### src/common/vtm_pkg.sv
`default_nettype none
package vtm_pkg;
    // ********************************************
    // Register word indices, byte address = index * 4
    // ********************************************
    localparam logic [5:0] IDX_VOLTAGE_GAIN = 6'h15;
    localparam logic [5:0] IDX_TEMPERATURE_GAIN = 6'h16;
    localparam logic [5:0] IDX_CONTROL_PRIMARY = 6'h17;
    localparam logic [5:0] IDX_CONTROL_SECONDARY = 6'h18;
    localparam logic [5:0] IDX_INPUT0_LIMITS = 6'h19;
    localparam logic [5:0] IDX_ALARM_ENABLE = 6'h1d;
    localparam logic [5:0] IDX_ALARM_STATUS = 6'h30;
    localparam logic [5:0] IDX_ALARM_MASK = 6'h31;
    localparam logic [5:0] IDX_PEAK = 6'h32;
    localparam logic [5:0] IDX_TROUGH = 6'h33;

    // ********************************************
    // Reset values
    // ********************************************
    localparam logic [7:0] RST_VOLTAGE_GAIN = 8'h20;
    localparam logic [7:0] RST_TEMPERATURE_GAIN = 8'h18;
    localparam logic [7:0] RST_CONTROL_PRIMARY = 8'h3c;
    localparam logic [7:0] RST_CONTROL_SECONDARY = 8'h80;
    localparam logic [7:0] RST_INPUT0_LIMITS = 8'h62;
    localparam logic [1:0] RST_ALARM_ENABLE = 2'h0;
    localparam logic [1:0] RST_ALARM_MASK = 2'h0;
    localparam logic [7:0] RST_PEAK = 8'h00;
    localparam logic [7:0] RST_TROUGH = 8'hff;

    // ********************************************
    // Field positions and codes
    // ********************************************
    localparam int GAIN_EN_BIT = 7;
    localparam int SENSE_EN_LSB = 2;
    localparam int PIN0_BIT = 0;
    localparam int PIN1_BIT = 1;
    localparam int UPPER_LSB = 4;
    localparam int LOWER_LSB = 0;
    localparam int HIGH_BIT = 1;
    localparam int LOW_BIT = 0;
    localparam int LEVEL_LSB = 5;
    localparam logic [1:0] SENSE_ON = 2'h3;
    localparam logic [7:0] GAIN_NUMERATOR = 8'h80;
    localparam logic [7:0] UNITY_GAIN = 8'h01;
    localparam logic [1:0] RESP_OKAY = 2'h0;
    localparam logic [1:0] RESP_SLVERR = 2'h2;

    typedef enum logic [1:0] {
        CH_IDLE = 2'b01,
        CH_RESP = 2'b10
    } chan_state_type;
endpackage : vtm_pkg
`default_nettype wire

### src/design/gain_divider.sv
`timescale 1ns/1ps
`default_nettype none
module gain_divider (
    // Gain code
    input wire logic [6:0] code,
    // Integer gain
    output logic [7:0] gain
);
    // Restoring division of a constant numerator, one bit per step
    always_comb begin
        logic [7:0] rem;
        logic [7:0] quo;
        rem = 8'h00;
        quo = 8'h00;
        for (int i = 7; i >= 0; i--) begin
            rem = {rem[6:0], vtm_pkg::GAIN_NUMERATOR[i]};
            if (rem >= {1'b0, code}) begin
                rem = rem - {1'b0, code};
                quo[i] = 1'b1;
            end
        end
        // Zero code has no quotient; saturate to the largest gain
        gain = (code == 7'h00) ? vtm_pkg::GAIN_NUMERATOR : quo;
    end
endmodule : gain_divider
`default_nettype wire

### src/design/extreme_tracker.sv
`timescale 1ns/1ps
`default_nettype none
module extreme_tracker (
    // Clock and reset
    input wire logic clock,
    input wire logic sys_rst,
    // Samples
    input wire logic sample_valid,
    input wire logic [7:0] sample,
    // Extremes
    output logic [7:0] peak_ff,
    output logic [7:0] trough_ff
);
    always_ff @(posedge clock) begin
        if (sys_rst) begin
            peak_ff <= vtm_pkg::RST_PEAK;
        end else if (sample_valid && (sample > peak_ff)) begin
            peak_ff <= sample;
        end
    end

    always_ff @(posedge clock) begin
        if (sys_rst) begin
            trough_ff <= vtm_pkg::RST_TROUGH;
        end else if (sample_valid && (sample < trough_ff)) begin
            trough_ff <= sample;
        end
    end
endmodule : extreme_tracker
`default_nettype wire

### src/design/voltage_temp_monitor.sv
`timescale 1ns/1ps
`default_nettype none
// How it works
// - Voltage gain equals 128 divided by the 7-bit code; reset code 0x20.
// - Temperature gain equals 128 divided by its 7-bit code; reset 0x18.
// - Sensors run only when the enable field is 11; reset enabled.
// - Two-bit pin select: none, pin 0, pin 1, both; reset none.
// - Programmed gains apply only while bit 7 of control two is set.
// - Input 0 reading above upper limit sets the high alarm flag.
// - Input 0 reading below lower limit sets the low alarm flag.
// - Highest input 0 reading is kept in a readable register.
// - Lowest input 0 reading is kept in a readable register.
// - Separate enables for high and low alarms, both off at reset.
module voltage_temp_monitor (
    // Clock and reset
    input wire logic clock,
    input wire logic sys_rst,
    // AXI4-Lite write
    input wire logic [7:0] awaddr,
    input wire logic awvalid,
    output logic awready,
    input wire logic [31:0] wdata,
    input wire logic [3:0] wstrb,
    input wire logic wvalid,
    output logic wready,
    output logic [1:0] bresp,
    output logic bvalid,
    input wire logic bready,
    // AXI4-Lite read
    input wire logic [7:0] araddr,
    input wire logic arvalid,
    output logic arready,
    output logic [31:0] rdata,
    output logic [1:0] rresp,
    output logic rvalid,
    input wire logic rready,
    // Converter samples of input 0
    input wire logic v0_sample_valid,
    input wire logic [7:0] v0_sample,
    // Sensor front end control
    output logic sensors_on,
    output logic general_pin_zero_sense,
    output logic general_pin_one_sense,
    output logic [7:0] voltage_gain_applied,
    output logic [7:0] temperature_gain_applied,
    // Alarms
    output logic sensor_alarm,
    output logic irq
);
    // ********************************************
    // Declarations
    // ********************************************
    vtm_pkg::chan_state_type wr_state_ff;
    vtm_pkg::chan_state_type rd_state_ff;
    logic awready_ff, wready_ff, bvalid_ff, arready_ff, rvalid_ff;
    logic aw_held_ff, w_held_ff, wstrb_lo_ff;
    logic [5:0] wr_idx_ff, rd_idx;
    logic [1:0] bresp_ff, rresp_ff;
    logic [7:0] wbyte_ff, rbyte_ff, rd_byte, vgain_eff_ff, tgain_eff_ff;
    logic [7:0] voltage_gain_setting_ff, temperature_gain_setting_ff;
    logic [7:0] monitor_control_primary_ff, monitor_control_secondary_ff;
    logic [7:0] input0_voltage_limits_ff;
    logic [1:0] alarm_enable_ff, status_ff, mask_ff, nxt_status;
    logic sensors_on_ff, over_now_ff, under_now_ff, sensor_alarm_ff, irq_ff;
    logic aw_take, w_take, ar_take, wr_fire, wr_ok, nxt_aw_held, nxt_w_held;
    logic [7:0] vgain_div, tgain_div, applied, input0_peak_reading, input0_trough_reading;
    logic [15:0] product;
    logic [2:0] level, input0_upper_limit, input0_lower_limit;
    logic sense_run, gain_en, meas, hi_cmp, lo_cmp, hi_hit, lo_hit, rd_clear;
    logic input0_high_alarm_on, input0_low_alarm_on;

    function automatic logic is_mapped(input logic [5:0] idx);
        case (idx)
            vtm_pkg::IDX_VOLTAGE_GAIN, vtm_pkg::IDX_TEMPERATURE_GAIN,
            vtm_pkg::IDX_CONTROL_PRIMARY, vtm_pkg::IDX_CONTROL_SECONDARY,
            vtm_pkg::IDX_INPUT0_LIMITS, vtm_pkg::IDX_ALARM_ENABLE,
            vtm_pkg::IDX_ALARM_STATUS, vtm_pkg::IDX_ALARM_MASK,
            vtm_pkg::IDX_PEAK, vtm_pkg::IDX_TROUGH: is_mapped = 1'b1;
            default: is_mapped = 1'b0;
        endcase
    endfunction : is_mapped

    // ********************************************
    // Write channel
    // ********************************************
    assign aw_take = awvalid && awready_ff;
    assign w_take = wvalid && wready_ff;
    assign wr_fire = (wr_state_ff == vtm_pkg::CH_IDLE) && aw_held_ff && w_held_ff;
    assign wr_ok = is_mapped(wr_idx_ff);
    assign nxt_aw_held = wr_fire ? 1'b0 : (aw_held_ff || aw_take);
    assign nxt_w_held = wr_fire ? 1'b0 : (w_held_ff || w_take);
    always_ff @(posedge clock) begin
        if (sys_rst) begin
            aw_held_ff <= 1'b0;
            w_held_ff <= 1'b0;
            awready_ff <= 1'b1;
            wready_ff <= 1'b1;
            wr_idx_ff <= 6'h00;
            wbyte_ff <= 8'h00;
            wstrb_lo_ff <= 1'b0;
        end else begin
            aw_held_ff <= nxt_aw_held;
            w_held_ff <= nxt_w_held;
            // Address and data are taken in either order, each only once
            awready_ff <= !nxt_aw_held;
            wready_ff <= !nxt_w_held;
            if (aw_take) begin
                wr_idx_ff <= awaddr[7:2];
            end
            if (w_take) begin
                wbyte_ff <= wdata[7:0];
                wstrb_lo_ff <= wstrb[0];
            end
        end
    end

    always_ff @(posedge clock) begin
        if (sys_rst) begin
            wr_state_ff <= vtm_pkg::CH_IDLE;
            bvalid_ff <= 1'b0;
            bresp_ff <= vtm_pkg::RESP_OKAY;
        end else begin
            case (wr_state_ff)
                vtm_pkg::CH_IDLE: begin
                    if (wr_fire) begin
                        wr_state_ff <= vtm_pkg::CH_RESP;
                        bvalid_ff <= 1'b1;
                        bresp_ff <= wr_ok ? vtm_pkg::RESP_OKAY : vtm_pkg::RESP_SLVERR;
                    end
                end
                vtm_pkg::CH_RESP: begin
                    if (bready) begin
                        wr_state_ff <= vtm_pkg::CH_IDLE;
                        bvalid_ff <= 1'b0;
                    end
                end
                default: begin
                    wr_state_ff <= vtm_pkg::CH_IDLE;
                    bvalid_ff <= 1'b0;
                end
            endcase
        end
    end

    // ********************************************
    // Read channel
    // ********************************************
    assign ar_take = arvalid && arready_ff;
    assign rd_idx = araddr[7:2];
    assign rd_clear = ar_take && (rd_idx == vtm_pkg::IDX_ALARM_STATUS);

    always_comb begin
        case (rd_idx)
            vtm_pkg::IDX_VOLTAGE_GAIN: rd_byte = voltage_gain_setting_ff;
            vtm_pkg::IDX_TEMPERATURE_GAIN: rd_byte = temperature_gain_setting_ff;
            vtm_pkg::IDX_CONTROL_PRIMARY: rd_byte = monitor_control_primary_ff;
            vtm_pkg::IDX_CONTROL_SECONDARY: rd_byte = monitor_control_secondary_ff;
            vtm_pkg::IDX_INPUT0_LIMITS: rd_byte = input0_voltage_limits_ff;
            vtm_pkg::IDX_ALARM_ENABLE: rd_byte = {6'h00, alarm_enable_ff};
            vtm_pkg::IDX_ALARM_STATUS: rd_byte = {6'h00, status_ff};
            vtm_pkg::IDX_ALARM_MASK: rd_byte = {6'h00, mask_ff};
            vtm_pkg::IDX_PEAK: rd_byte = input0_peak_reading;
            vtm_pkg::IDX_TROUGH: rd_byte = input0_trough_reading;
            default: rd_byte = 8'h00;
        endcase
    end

    always_ff @(posedge clock) begin
        if (sys_rst) begin
            rd_state_ff <= vtm_pkg::CH_IDLE;
            arready_ff <= 1'b1;
            rvalid_ff <= 1'b0;
            rbyte_ff <= 8'h00;
            rresp_ff <= vtm_pkg::RESP_OKAY;
        end else begin
            case (rd_state_ff)
                vtm_pkg::CH_IDLE: begin
                    if (ar_take) begin
                        rd_state_ff <= vtm_pkg::CH_RESP;
                        arready_ff <= 1'b0;
                        rvalid_ff <= 1'b1;
                        rbyte_ff <= rd_byte;
                        rresp_ff <= is_mapped(rd_idx) ? vtm_pkg::RESP_OKAY : vtm_pkg::RESP_SLVERR;
                    end
                end
                vtm_pkg::CH_RESP: begin
                    if (rready) begin
                        rd_state_ff <= vtm_pkg::CH_IDLE;
                        arready_ff <= 1'b1;
                        rvalid_ff <= 1'b0;
                    end
                end
                default: begin
                    rd_state_ff <= vtm_pkg::CH_IDLE;
                    arready_ff <= 1'b1;
                    rvalid_ff <= 1'b0;
                end
            endcase
        end
    end

    // ********************************************
    // Configuration registers
    // ********************************************
    always_ff @(posedge clock) begin
        if (sys_rst) begin
            voltage_gain_setting_ff <= vtm_pkg::RST_VOLTAGE_GAIN;
            temperature_gain_setting_ff <= vtm_pkg::RST_TEMPERATURE_GAIN;
            monitor_control_primary_ff <= vtm_pkg::RST_CONTROL_PRIMARY;
            monitor_control_secondary_ff <= vtm_pkg::RST_CONTROL_SECONDARY;
            input0_voltage_limits_ff <= vtm_pkg::RST_INPUT0_LIMITS;
            alarm_enable_ff <= vtm_pkg::RST_ALARM_ENABLE;
            mask_ff <= vtm_pkg::RST_ALARM_MASK;
        end else if (wr_fire && wstrb_lo_ff) begin
            case (wr_idx_ff)
                vtm_pkg::IDX_VOLTAGE_GAIN: voltage_gain_setting_ff <= wbyte_ff;
                vtm_pkg::IDX_TEMPERATURE_GAIN: temperature_gain_setting_ff <= wbyte_ff;
                vtm_pkg::IDX_CONTROL_PRIMARY: monitor_control_primary_ff <= wbyte_ff;
                vtm_pkg::IDX_CONTROL_SECONDARY: monitor_control_secondary_ff <= wbyte_ff;
                vtm_pkg::IDX_INPUT0_LIMITS: input0_voltage_limits_ff <= wbyte_ff;
                vtm_pkg::IDX_ALARM_ENABLE: alarm_enable_ff <= wbyte_ff[1:0];
                vtm_pkg::IDX_ALARM_MASK: mask_ff <= wbyte_ff[1:0];
                default: begin
                end
            endcase
        end
    end

    // ********************************************
    // Gain and front end control
    // ********************************************
    assign gain_en = monitor_control_secondary_ff[vtm_pkg::GAIN_EN_BIT];
    assign sense_run = monitor_control_primary_ff[vtm_pkg::SENSE_EN_LSB +: 2]
                       == vtm_pkg::SENSE_ON;

    gain_divider u_vdiv (
        .code(voltage_gain_setting_ff[6:0]),
        .gain(vgain_div)
    );
    gain_divider u_tdiv (
        .code(temperature_gain_setting_ff[6:0]),
        .gain(tgain_div)
    );

    // Gain lags a register write by one cycle; divider kept off the sample path
    always_ff @(posedge clock) begin
        if (sys_rst) begin
            vgain_eff_ff <= vtm_pkg::UNITY_GAIN;
            tgain_eff_ff <= vtm_pkg::UNITY_GAIN;
            sensors_on_ff <= 1'b0;
        end else begin
            vgain_eff_ff <= gain_en ? vgain_div : vtm_pkg::UNITY_GAIN;
            tgain_eff_ff <= gain_en ? tgain_div : vtm_pkg::UNITY_GAIN;
            sensors_on_ff <= sense_run;
        end
    end

    // ********************************************
    // Input 0 measurement
    // ********************************************
    assign product = v0_sample * vgain_eff_ff;
    // Saturate instead of wrapping so an overload still reads as high
    assign applied = (product[15:8] != 8'h00) ? 8'hff : product[7:0];
    assign level = applied[vtm_pkg::LEVEL_LSB +: 3];
    assign input0_upper_limit = input0_voltage_limits_ff[vtm_pkg::UPPER_LSB +: 3];
    assign input0_lower_limit = input0_voltage_limits_ff[vtm_pkg::LOWER_LSB +: 3];
    assign meas = v0_sample_valid && sense_run
                  && monitor_control_primary_ff[vtm_pkg::PIN0_BIT];
    assign hi_cmp = level > input0_upper_limit;
    assign lo_cmp = level < input0_lower_limit;
    assign hi_hit = meas && hi_cmp;
    assign lo_hit = meas && lo_cmp;
    assign input0_high_alarm_on = alarm_enable_ff[vtm_pkg::HIGH_BIT];
    assign input0_low_alarm_on = alarm_enable_ff[vtm_pkg::LOW_BIT];

    extreme_tracker u_track (
        .clock(clock),
        .sys_rst(sys_rst),
        .sample_valid(meas),
        .sample(applied),
        .peak_ff(input0_peak_reading),
        .trough_ff(input0_trough_reading)
    );

    always_ff @(posedge clock) begin
        if (sys_rst) begin
            over_now_ff <= 1'b0;
            under_now_ff <= 1'b0;
        end else if (meas) begin
            over_now_ff <= hi_cmp;
            under_now_ff <= lo_cmp;
        end
    end

    // ********************************************
    // Status, alarm and interrupt
    // ********************************************
    // Read clears, but an alarm landing in the same cycle survives
    always_comb begin
        nxt_status = rd_clear ? 2'b00 : status_ff;
        nxt_status[vtm_pkg::HIGH_BIT] = nxt_status[vtm_pkg::HIGH_BIT] | hi_hit;
        nxt_status[vtm_pkg::LOW_BIT] = nxt_status[vtm_pkg::LOW_BIT] | lo_hit;
    end

    always_ff @(posedge clock) begin
        if (sys_rst) begin
            status_ff <= 2'b00;
            sensor_alarm_ff <= 1'b0;
            irq_ff <= 1'b0;
        end else begin
            status_ff <= nxt_status;
            sensor_alarm_ff <= (over_now_ff && input0_high_alarm_on)
                               || (under_now_ff && input0_low_alarm_on);
            irq_ff <= |(status_ff & mask_ff);
        end
    end

    // ********************************************
    // Outputs
    // ********************************************
    assign awready = awready_ff;
    assign wready = wready_ff;
    assign bvalid = bvalid_ff;
    assign bresp = bresp_ff;
    assign arready = arready_ff;
    assign rvalid = rvalid_ff;
    assign rresp = rresp_ff;
    assign rdata = {24'h00_0000, rbyte_ff};
    assign sensors_on = sensors_on_ff;
    assign general_pin_zero_sense = monitor_control_primary_ff[vtm_pkg::PIN0_BIT];
    assign general_pin_one_sense = monitor_control_primary_ff[vtm_pkg::PIN1_BIT];
    assign voltage_gain_applied = vgain_eff_ff;
    assign temperature_gain_applied = tgain_eff_ff;
    assign sensor_alarm = sensor_alarm_ff;
    assign irq = irq_ff;
endmodule : voltage_temp_monitor
`default_nettype wire

### config.mk
export PLATFORM = sky130hd
export DESIGN_NAME = voltage_temp_monitor
export DESIGN_NICKNAME = d
export VERILOG_FILES = /design/src/common/vtm_pkg.sv /design/src/design/gain_divider.sv /design/src/design/extreme_tracker.sv /design/src/design/voltage_temp_monitor.sv
export SDC_FILE = /design/constraint.sdc
export NUM_CORES = 1
export LEC_CHECK = 0
export ABC_AREA = 0
export BUFFER_PORTS_ARGS = -buffer_cell sky130_fd_sc_hd__buf_4
export CAP_MARGIN = 10
export CORE_ASPECT_RATIO = 0.7
export CORE_MARGIN = 2
export CORE_UTILIZATION = 50
export DETAILED_ROUTE_END_ITERATION = 7
export PLACE_DENSITY = 0.76
export SLEW_MARGIN = 20
export SYNTH_ARGS = -nofsm -noshare
export SYNTH_HDL_FRONTEND = slang
export SYNTH_SLANG_ARGS = --single-unit
### constraint.sdc
create_clock -name clock -period 16 [get_ports clock]
set_input_delay 1.6 -clock clock [delete_from_list [all_inputs] [get_ports clock]]
set_output_delay 1.6 -clock clock [all_outputs]
set_load 0.05 [all_outputs]
==> results of run 1 <==
cell usage after synthesis (all sizes together), types with 4 or more instances:
master   number  share of area [%]
ha          140                 15
o21ai        61                2.6
o21a         22                1.4
a311oi        4               0.30
o31ai         6               0.38
xnor2        28                2.1
or2           7               0.37
or4           4               0.32
a211o        11               0.82
and2         60                3.2
a2111oi       4               0.46
a21o         43                2.8
and3          7               0.42
nor3b         6               0.38
xor2         21                1.6
nand4         4               0.21
o22ai         9               0.48
nand2       120                3.8
nand3        17               0.73
clkbuf       29               0.93
or3           6               0.32
fa           36                6.1
inv         108                3.5
a31oi        15               0.80
o21bai        9               0.58
a22oi        17                1.1
mux2         32                3.1
nor4          4               0.27
a211oi       15                1.1
dfxtp       116                 20
a21oi        76                3.2
o211ai        8               0.51
nor2b        28                1.6
buf          36                2.1
nand2b       26                1.4
nor2        152                4.9
mux2i        71                6.1
nand3b        6               0.38
nor3         20               0.90
cell families (layout without fill, tap and decap cells):
| group | count (synthesis) | in the layout |
|---|---|---|
| fa+ha+maj | 176 | 176 |
| xor+xnor | 49 | 49 |
| compound gates | 337 | 337 |
| buf+inv | 174 | 223 |
| mux | 105 | 105 |
| flops | 116 | 116 |
| simple gates | 475 | 475 |
| other cells | 1 | 30 |
layout by cell type (no fill, tap or decap), types with 11 or more instances in the layout:
cell	n
conb_1	30
nor2_1	150
o21ai_0	59
a31oi_1	15
nor2b_1	27
nand2_1	120
fa_1	36
nor3_1	19
inv_1	108
ha_1	140
mux2i_1	70
a211o_1	11
a211oi_1	13
nand2b_1	26
and2_1	59
mux2_2	32
o21a_1	22
xnor2_1	28
buf_4	82
a21o_1	42
nand3_1	17
dfxtp_1	116
clkbuf_16	17
a21oi_1	76
xor2_1	21
a22oi_1	17
flip-flops by register name, indices dropped and copies added, names as in the netlist, 2 cells and up:
name / count
status_ff: 2
wr_state_ff: 2
u_track.trough_ff: 8
input0_voltage_limits_ff: 8
rbyte_ff: 8
mask_ff: 2
u_track.peak_ff: 8
wr_idx_ff: 6
temperature_gain_applied: 8
wbyte_ff: 8
temperature_gain_setting_ff: 8
voltage_gain_applied: 8
monitor_control_secondary_ff: 8
alarm_enable_ff: 2
voltage_gain_setting_ff: 8
monitor_control_primary_ff: 8
rd_state_ff: 2
where the power goes:
group	switching, mW	leakage, nW	internal [mW]
combinational	0.249	4.57	0.173
clock	0.142	0.290	0.254
sequential	0.0113	0.944	0.298
worst paths after layout:
kind | startpoint | to | cells after the start | slack (ns)
setup / recovery | temperature_gain_setting_ff[1] | temperature_gain_applied[0] | 61 | 0.89
hold / removal | under_now_ff | under_now_ff | 2 | 0.46
hold reg to reg | under_now_ff | under_now_ff | 2 | 0.46
setup reg to reg | temperature_gain_setting_ff[1] | temperature_gain_applied[0] | 61 | 0.89
routing by layer:
| layer | GRT usage (%) | vias up |
|---|---|---|
| met5 | 0 | - |
| met4 | 4.32 | 0 |
| met3 | 4.23 | 33 |
| met2 | 38.7 | 413 |
| met1 | 35.4 | 4989 |
| li1 | - | 5125 |
repair_timing:
action,4_1_cts,5_1_grt
setup endpoints to repair,0,2
gates resized for setup,0,7
endpoints found under the hold margin,0,0
buffers inserted,0,2
final cells by class:
| type | instances | area, sq um | area share, % |
|---|---|---|---|
| Inverter | 109 | 409 | 3.12 |
| Multi-Input combinational cell | 1172 | 8770 | 66.9 |
| Clock buffer | 21 | 460 | 3.51 |
| Sequential cell | 116 | 2320 | 17.7 |
| Clock inverter | 11 | 149 | 1.14 |
| Timing Repair Buffer | 82 | 616 | 4.69 |
| Tap cell | 312 | 390 | 2.98 |
stage by stage:
| step | cells | utilization, % | cell area [sq um] |
|---|---|---|---|
| finish | 1823 | 57.4 | 13100 |
| global placement | 1789 | 54.6 | 12500 |
| floorplan | 1462 | - | 11800 |
| global route | 1823 | 57.4 | 13100 |
| CTS | 1821 | 57.3 | 13100 |
| detailed placement | 1789 | 54.6 | 12500 |
tightest hold or removal path: cells and delay by family, from the launching register on:
family | cells | cell delay, ns
and+or+nand+nor | 1 | 0.05
AOI/OAI and AO/OA | 1 | 0.05
DFF | 1 | 0.31
==> results_dict.tcl, run 1 <==
set metrics [dict create \
    ys_ff_latch 116 \
    cts_root_buffer "clkbuf_16" \
    vias 10560 \
    report.final.setup_viol 0 \
    relSlewSlack_pct 32.4 \
    fin_skew_ns 0.00675 \
    insertion_delay_ns 0.42 \
    ys_seq_area_share_pct 19.8 \
    drt_wl_total_microns 30400 \
    fin_tns_setup_ns 0 \
    post_synth_and_or_nand_nor_area_fraction_pct 19.9 \
    crit_top_cell "ha_1" \
    highest_layer "met4" \
    path_delay_family "compound AO/OA/AOI/OAI gates" \
    cp.arrival_ns 15.41 \
    worst_pin_slew_ns 1.01 \
    num-fill-cells 2063 \
    ir_drop_mv 0.0742 \
    synth_compound_area_share_pct 19.5 \
    grt.total_usage_pct 24.5 \
    cts_max_path_buffers 2 \
    die_area_sq_um 24700 \
    final_nets 1742 \
    wl_met3_microns 2220 \
    crit_path_end_kind "flop" \
    die_w_microns 187 \
    io_pins 130 \
    drv_cap 0 \
    dp.final_hpwl_microns 22800 \
    drive_gt1_share_pct 11.8 \
    cts_tree "built" \
    hold_slack_ns 0.457 \
    synth_cell_types 80 \
    post_drt_wl_per_cell_microns 16.7 \
    layout_setup_ws_ns 0.887 \
    grt_pass1_wl_microns 50100 \
    crit_buf_inv 2 \
    fmax_mhz 66.2 \
    synthAdderAreaFrac_pct 21.1 \
    slowest_delay_ns 0.60 \
    rows 46 \
    crit_type "flop to flop" \
    met1Wirelength_microns 14500 \
    final_hold_viol_count 0 \
    die_h_microns 132 \
    io_buffers 72 \
    core_sq_um 22800 \
    drcViolationCount 0 \
    synth_async_sr_flop_share_pct 0 \
    synth_top_family_by_area "adder cells" \
    crit_fanout 10 \
    met2WireLength_microns 13400 \
    pre_cts_ws_ns 0.861 \
    slew_violations 0 \
    synthMuxAreaShare_pct 9.51 \
    p_per_area_nw_per_um2 85.9 \
    fin_crit_sh_pct 94.5 \
    period_minus_slack_ns 15.11 \
    diodes 0 \
    grt_max_degree 93 \
    antenna_found_initial 0 \
    outcome "finished clean" \
    overflow 0 \
    synthToLayoutAreaGrowth_pct 11.8 \
    synth_xor_area_share_pct 3.66 \
    start_util_pct 51.3 \
    grt_pass1_vias 10077 \
    slowest_stage "dfxtp_1" \
    synth_edf_count 0 \
    cts_buffers 17 \
    avgSynthCellArea_sq_um 8.19 \
    postCtsHoldBufs 0 \
    cts_max_level 4 \
    p_leak_nw 5.81 \
    rsz0062_at_grt "no" \
    syn_area_sq_um 11700 \
    via_per_inst 5.79 \
    synth_cells 1433 \
    worstPathRequired_ns 16.30 \
    yosysWarnings 0 \
    synthFlopType "dfxtp_1" \
    hold_path_class "flop to flop" \
    critPathLaunchType "flop" \
    antenna_left 0 \
    clkTransAtPathRegs_ns 0.06 \
    power_mw 1.13 \
    drtIter0Drc 998 \
    first_pass_iters 6 \
    cts.sinks 116 \
    gp_congestion 0.897 \
]
Power figures use the tool's default switching activity.
==> run 2, diff against run 1 <==
Settings changed: CORE_ASPECT_RATIO 0.7 to unset, CORE_MARGIN 2 to unset.
==> results_dict.tcl, run 2 (same netlist as run 1, synthesis figures left out) <==
set metrics [dict create \
    fin_crit_sh_pct 93.8 \
    vias 10334 \
    core_sq_um 22800 \
    synthToLayoutAreaGrowth_pct 11.6 \
    first_pass_iters 5 \
    rsz0062_at_grt "no" \
    io_buffers 72 \
    p_leak_nw 5.81 \
    postCtsHoldBufs 0 \
    cts.sinks 116 \
    crit_type "flop to flop" \
    ir_drop_mv 0.0751 \
    grt_pass1_vias 10177 \
    placed_cells 1791 \
    slew_violations 0 \
    seq_area_sq_um 2320 \
    drv_cap 0 \
    drt_wl_total_microns 29400 \
    diodes 0 \
    die_area_sq_um 24100 \
    drtIter0Drc 723 \
    post_drt_wl_per_cell_microns 16.1 \
    cts_max_path_buffers 2 \
    slowest_stage "dfxtp_1" \
    multi_input_area_sq_um 8760 \
    drcViolationCount 0 \
    io_pins 130 \
    rows 55 \
    num-fill-cells 2087 \
    path_delay_family "compound AO/OA/AOI/OAI gates" \
    cts_setup_buffers 0 \
    fin_cells 1823 \
    die_w_microns 155 \
    final_cell_mix "150 x nor2_1, 140 x ha_1, 120 x nand2_1, 116 x dfxtp_1, 108 x inv_1" \
    outcome "finished clean" \
    cts_root_buffer "clkbuf_16" \
    overflow 0 \
    via_per_inst 5.67 \
    cts_max_level 4 \
    drive_gt1_share_pct 11.7 \
    grt_pass1_wl_microns 48800 \
    layout_commonest_cell "nor2_1" \
    crit_fanout 10 \
    cts_buffers 17 \
    dp.final_hpwl_microns 22300 \
    cts_tree "built" \
    fin_skew_ns 0.00929 \
    grt.total_usage_pct 25.0 \
    fin_tns_setup_ns 0 \
    die_h_microns 155 \
    worstPathRequired_ns 16.31 \
    hold_path_class "flop to flop" \
    antenna_left 0 \
    cp.arrival_ns 15.32 \
    crit_top_cell "ha_1" \
    worst_pin_slew_ns 1.07 \
    p_per_area_nw_per_um2 85.6 \
    cts_resized 0 \
    clkTransAtPathRegs_ns 0.06 \
    slowest_delay_ns 0.50 \
    gp_congestion 0.952 \
    insertion_delay_ns 0.43 \
    final_nets 1741 \
    grt_max_degree 93 \
    critPathLaunchType "flop" \
    period_minus_slack_ns 15.01 \
    start_util_pct 51.3 \
    relSlewSlack_pct 28.0 \
    fmax_mhz 66.6 \
    crit_buf_inv 1 \
    final_hold_viol_count 0 \
    antenna_found_initial 0 \
    report.final.setup_viol 0 \
    crit_path_end_kind "flop" \
]
-- run 2: stage by stage --
step                hold slack, ns  cell area [sq um]  util [%]  total power [mW]  setup slack [ns]
floorplan                    0.432              11800         -             0.635              2.64
global placement             0.441              12500      54.6             0.713              1.15
detailed placement           0.451              12500      54.6             0.728             0.885
CTS                          0.460              13100      57.3              1.12             0.829
global route                 0.481              13100      57.3              1.19            0.0572
finish                       0.458              13100      57.3              1.12             0.994
-- run 2: final timing paths --
path / from / slack, ns / cells past startpoint / end
min: over_now_ff / 0.46 / 2 / over_now_ff
max: temperature_gain_setting_ff[1] / 0.99 / 61 / temperature_gain_applied[0]
max reg2reg: temperature_gain_setting_ff[1] / 0.99 / 61 / temperature_gain_applied[0]
min reg2reg: over_now_ff / 0.46 / 2 / over_now_ff
-- run 2: worst reg2reg max path, delay by kind of cell, from the launching register on --
| family | cells | cell delay [ns] |
|---|---|---|
| simple gates | 12 | 2.12 |
| compound gates | 33 | 7.19 |
| fa+ha+maj | 8 | 2.58 |
| buf+inv | 1 | 0.28 |
| mux | 7 | 2.22 |
| flops | 1 | 0.50 |
-- run 2: where the power goes --
part	internal (mW)	switching, mW	leakage [nW]	total, mW
clock network	0.238	0.156	0.296	0.394
registers	0.298	0.0118	0.944	0.310
logic	0.171	0.246	4.57	0.417
-- run 2: final cells by class --
cell class                 count  area share, %
inverter                     109           3.12
tap                          313           2.99
timing repair buffer          81           4.64
multi-input combinational   1172           66.9
clock buffer                  18           3.35
clock inverter                14           1.26
sequential                   116           17.7
-- run 2: per-layer routing --
| metal | global-route usage [%] | vias up | share of wire, % |
|---|---|---|---|
| met5 | 0 | - | 0 |
| met4 | 7.42 | 0 | 1.9 |
| met3 | 3.40 | 44 | 4.8 |
| met2 | 44.0 | 266 | 49 |
| met1 | 31.6 | 4900 | 45 |
| li1 | - | 5124 | - |
==> run 3, diff against run 2 <==
Settings changed: CTS_BUF_LIST set to sky130_fd_sc_hd__clkbuf_8, PLACE_DENSITY 0.76 to 0.78, SKIP_CTS_REPAIR_TIMING set to 1.
Clock period 16 ns to 13.7 ns, I/O delays scaled along.
==> results_dict.tcl, run 3 (same netlist as run 1, synthesis figures left out) <==
set metrics [dict create \
    seq_area_sq_um 2320 \
    layout_commonest_cell "buf_4" \
    start_util_pct 51.3 \
    fin_cells 1901 \
    path_delay_family "compound AO/OA/AOI/OAI gates" \
    gp_congestion 0.943 \
    io_buffers 72 \
    via_per_inst 5.69 \
    cp.arrival_ns 13.38 \
    cts_buffers 17 \
    drtIter0Drc 725 \
    io_pins 130 \
    worstPathRequired_ns 14.04 \
    num-fill-cells 2031 \
    dp.final_hpwl_microns 22900 \
    fmax_mhz 76.7 \
    grt.total_usage_pct 25.5 \
    r2r_cells 61 \
    drt_wl_total_microns 30400 \
    critPathLaunchType "flop" \
    min_from "rbyte_ff[4]" \
    die_w_microns 155 \
    relSlewSlack_pct 33.7 \
    post_drt_wl_per_cell_microns 16.0 \
    drcViolationCount 0 \
    worst_pin_slew_ns 0.993 \
    drv_cap 0 \
    p_leak_nw 6.14 \
    diodes 0 \
    first_pass_iters 6 \
    grt_pass1_vias 10573 \
    cts_root_buffer "clkbuf_8" \
    multi_input_area_sq_um 8870 \
    grt_max_degree 93 \
    vias 10820 \
    overflow 0 \
    r2r_slack_ns 0.66 \
    die_area_sq_um 24100 \
    p_per_area_nw_per_um2 92.4 \
    final_cell_mix "157 x buf_4, 150 x nor2_1, 138 x ha_1, 119 x nand2_1, 116 x dfxtp_1" \
    hold_slack_ns 0.453 \
    synthToLayoutAreaGrowth_pct 16.4 \
    insertion_delay_ns 0.45 \
    fin_skew_ns 0.0233 \
    slew_violations 0 \
    hold_end "rbyte_ff[4]" \
    crit_path_end_kind "flop" \
    report.final.setup_viol 0 \
    slowest_stage "mux2_2" \
    outcome "finished clean" \
    placed_cells 1862 \
    core_sq_um 22800 \
    rows 55 \
    crit_buf_inv 4 \
    cts.sinks 116 \
    slowest_delay_ns 0.38 \
    crit_type "flop to flop" \
    ir_drop_mv 0.0704 \
    crit_fanout 6 \
    antenna_left 0 \
    fin_crit_sh_pct 95.2 \
    r2r_start "temperature_gain_setting_ff[3]" \
    grt_pass1_wl_microns 49700 \
    antenna_found_initial 0 \
    cts_tree "built" \
    drive_gt1_share_pct 17.0 \
    final_nets 1819 \
    r2r_end "temperature_gain_applied[0]" \
    hold_depth 2 \
    die_h_microns 155 \
    cts_max_path_buffers 2 \
    clkTransAtPathRegs_ns 0.08 \
    hold_path_class "flop to flop" \
    cts_max_level 4 \
    period_minus_slack_ns 13.04 \
    final_hold_viol_count 0 \
]
## run 3: changes by cell type in the layout (fill, tap and decap cells not counted), moves of 3 or more
cell / delta
o21ai_0: -3
clkbuf_16: -17
bufinv_16: +3
buf_4: +76
clkbuf_8: +16
a21oi_1: -3
## run 3: worst max path at each step
stage | depth (start not counted) | startpoint | slack (ns) | endpoint
final | 61 | temperature_gain_setting_ff[3] | 0.66 | temperature_gain_applied[0]
after global routing | 64 | temperature_gain_setting_ff[3] | -0.12 | temperature_gain_applied[0]
after CTS | 65 | temperature_gain_setting_ff[3] | 0.18 | temperature_gain_applied[0]
after detailed placement | 65 | temperature_gain_setting_ff[3] | 0.23 | temperature_gain_applied[0]
after global placement | 65 | temperature_gain_setting_ff[3] | 0.54 | temperature_gain_applied[0]
after floorplan | 62 | temperature_gain_setting_ff[1] | 0.34 | temperature_gain_applied[0]
## run 3: final cells by class
type	count	area share, %
clock buffers	17	1.71
clock inverters	15	1.67
inverters	109	3.00
multi-input cells	1172	65.0
flip-flops and latches	116	17.0
well taps	313	2.87
repair buffers	159	8.79
## run 3: routing by layer
metal	GRT usage [%]	part of all wire, %
met5	0	0
met4	10.8	2.5
met3	3.48	6.2
met2	44.6	48
met1	31.4	43
## run 3: report_power, final
part	leakage, nW	internal [mW]	switching, mW
registers	0.944	0.348	0.0130
clock network	0.232	0.218	0.156
logic	4.97	0.229	0.298
total	6.14	0.795	0.467
## run 3: tightest hold or removal path, cell delays in order (launching register included)
cell and delay, ns:
dfxtp_1 0.31, nand2_1 0.05, a21oi_1 0.05
## run 3: per-stage QoR
step                      area [sq um]  worst slack, ns  util, %  TNS, ns  power, mW
after floorplan                  11800            0.344        -        0      0.742
after global placement           13000            0.537     57.0        0      0.854
after detailed placement         13000            0.230     57.0        0      0.870
after CTS                        13500            0.176     59.0        0       1.25
after global routing             13700           -0.122     59.8   -0.169       1.34
final                            13700            0.655     59.8        0       1.26
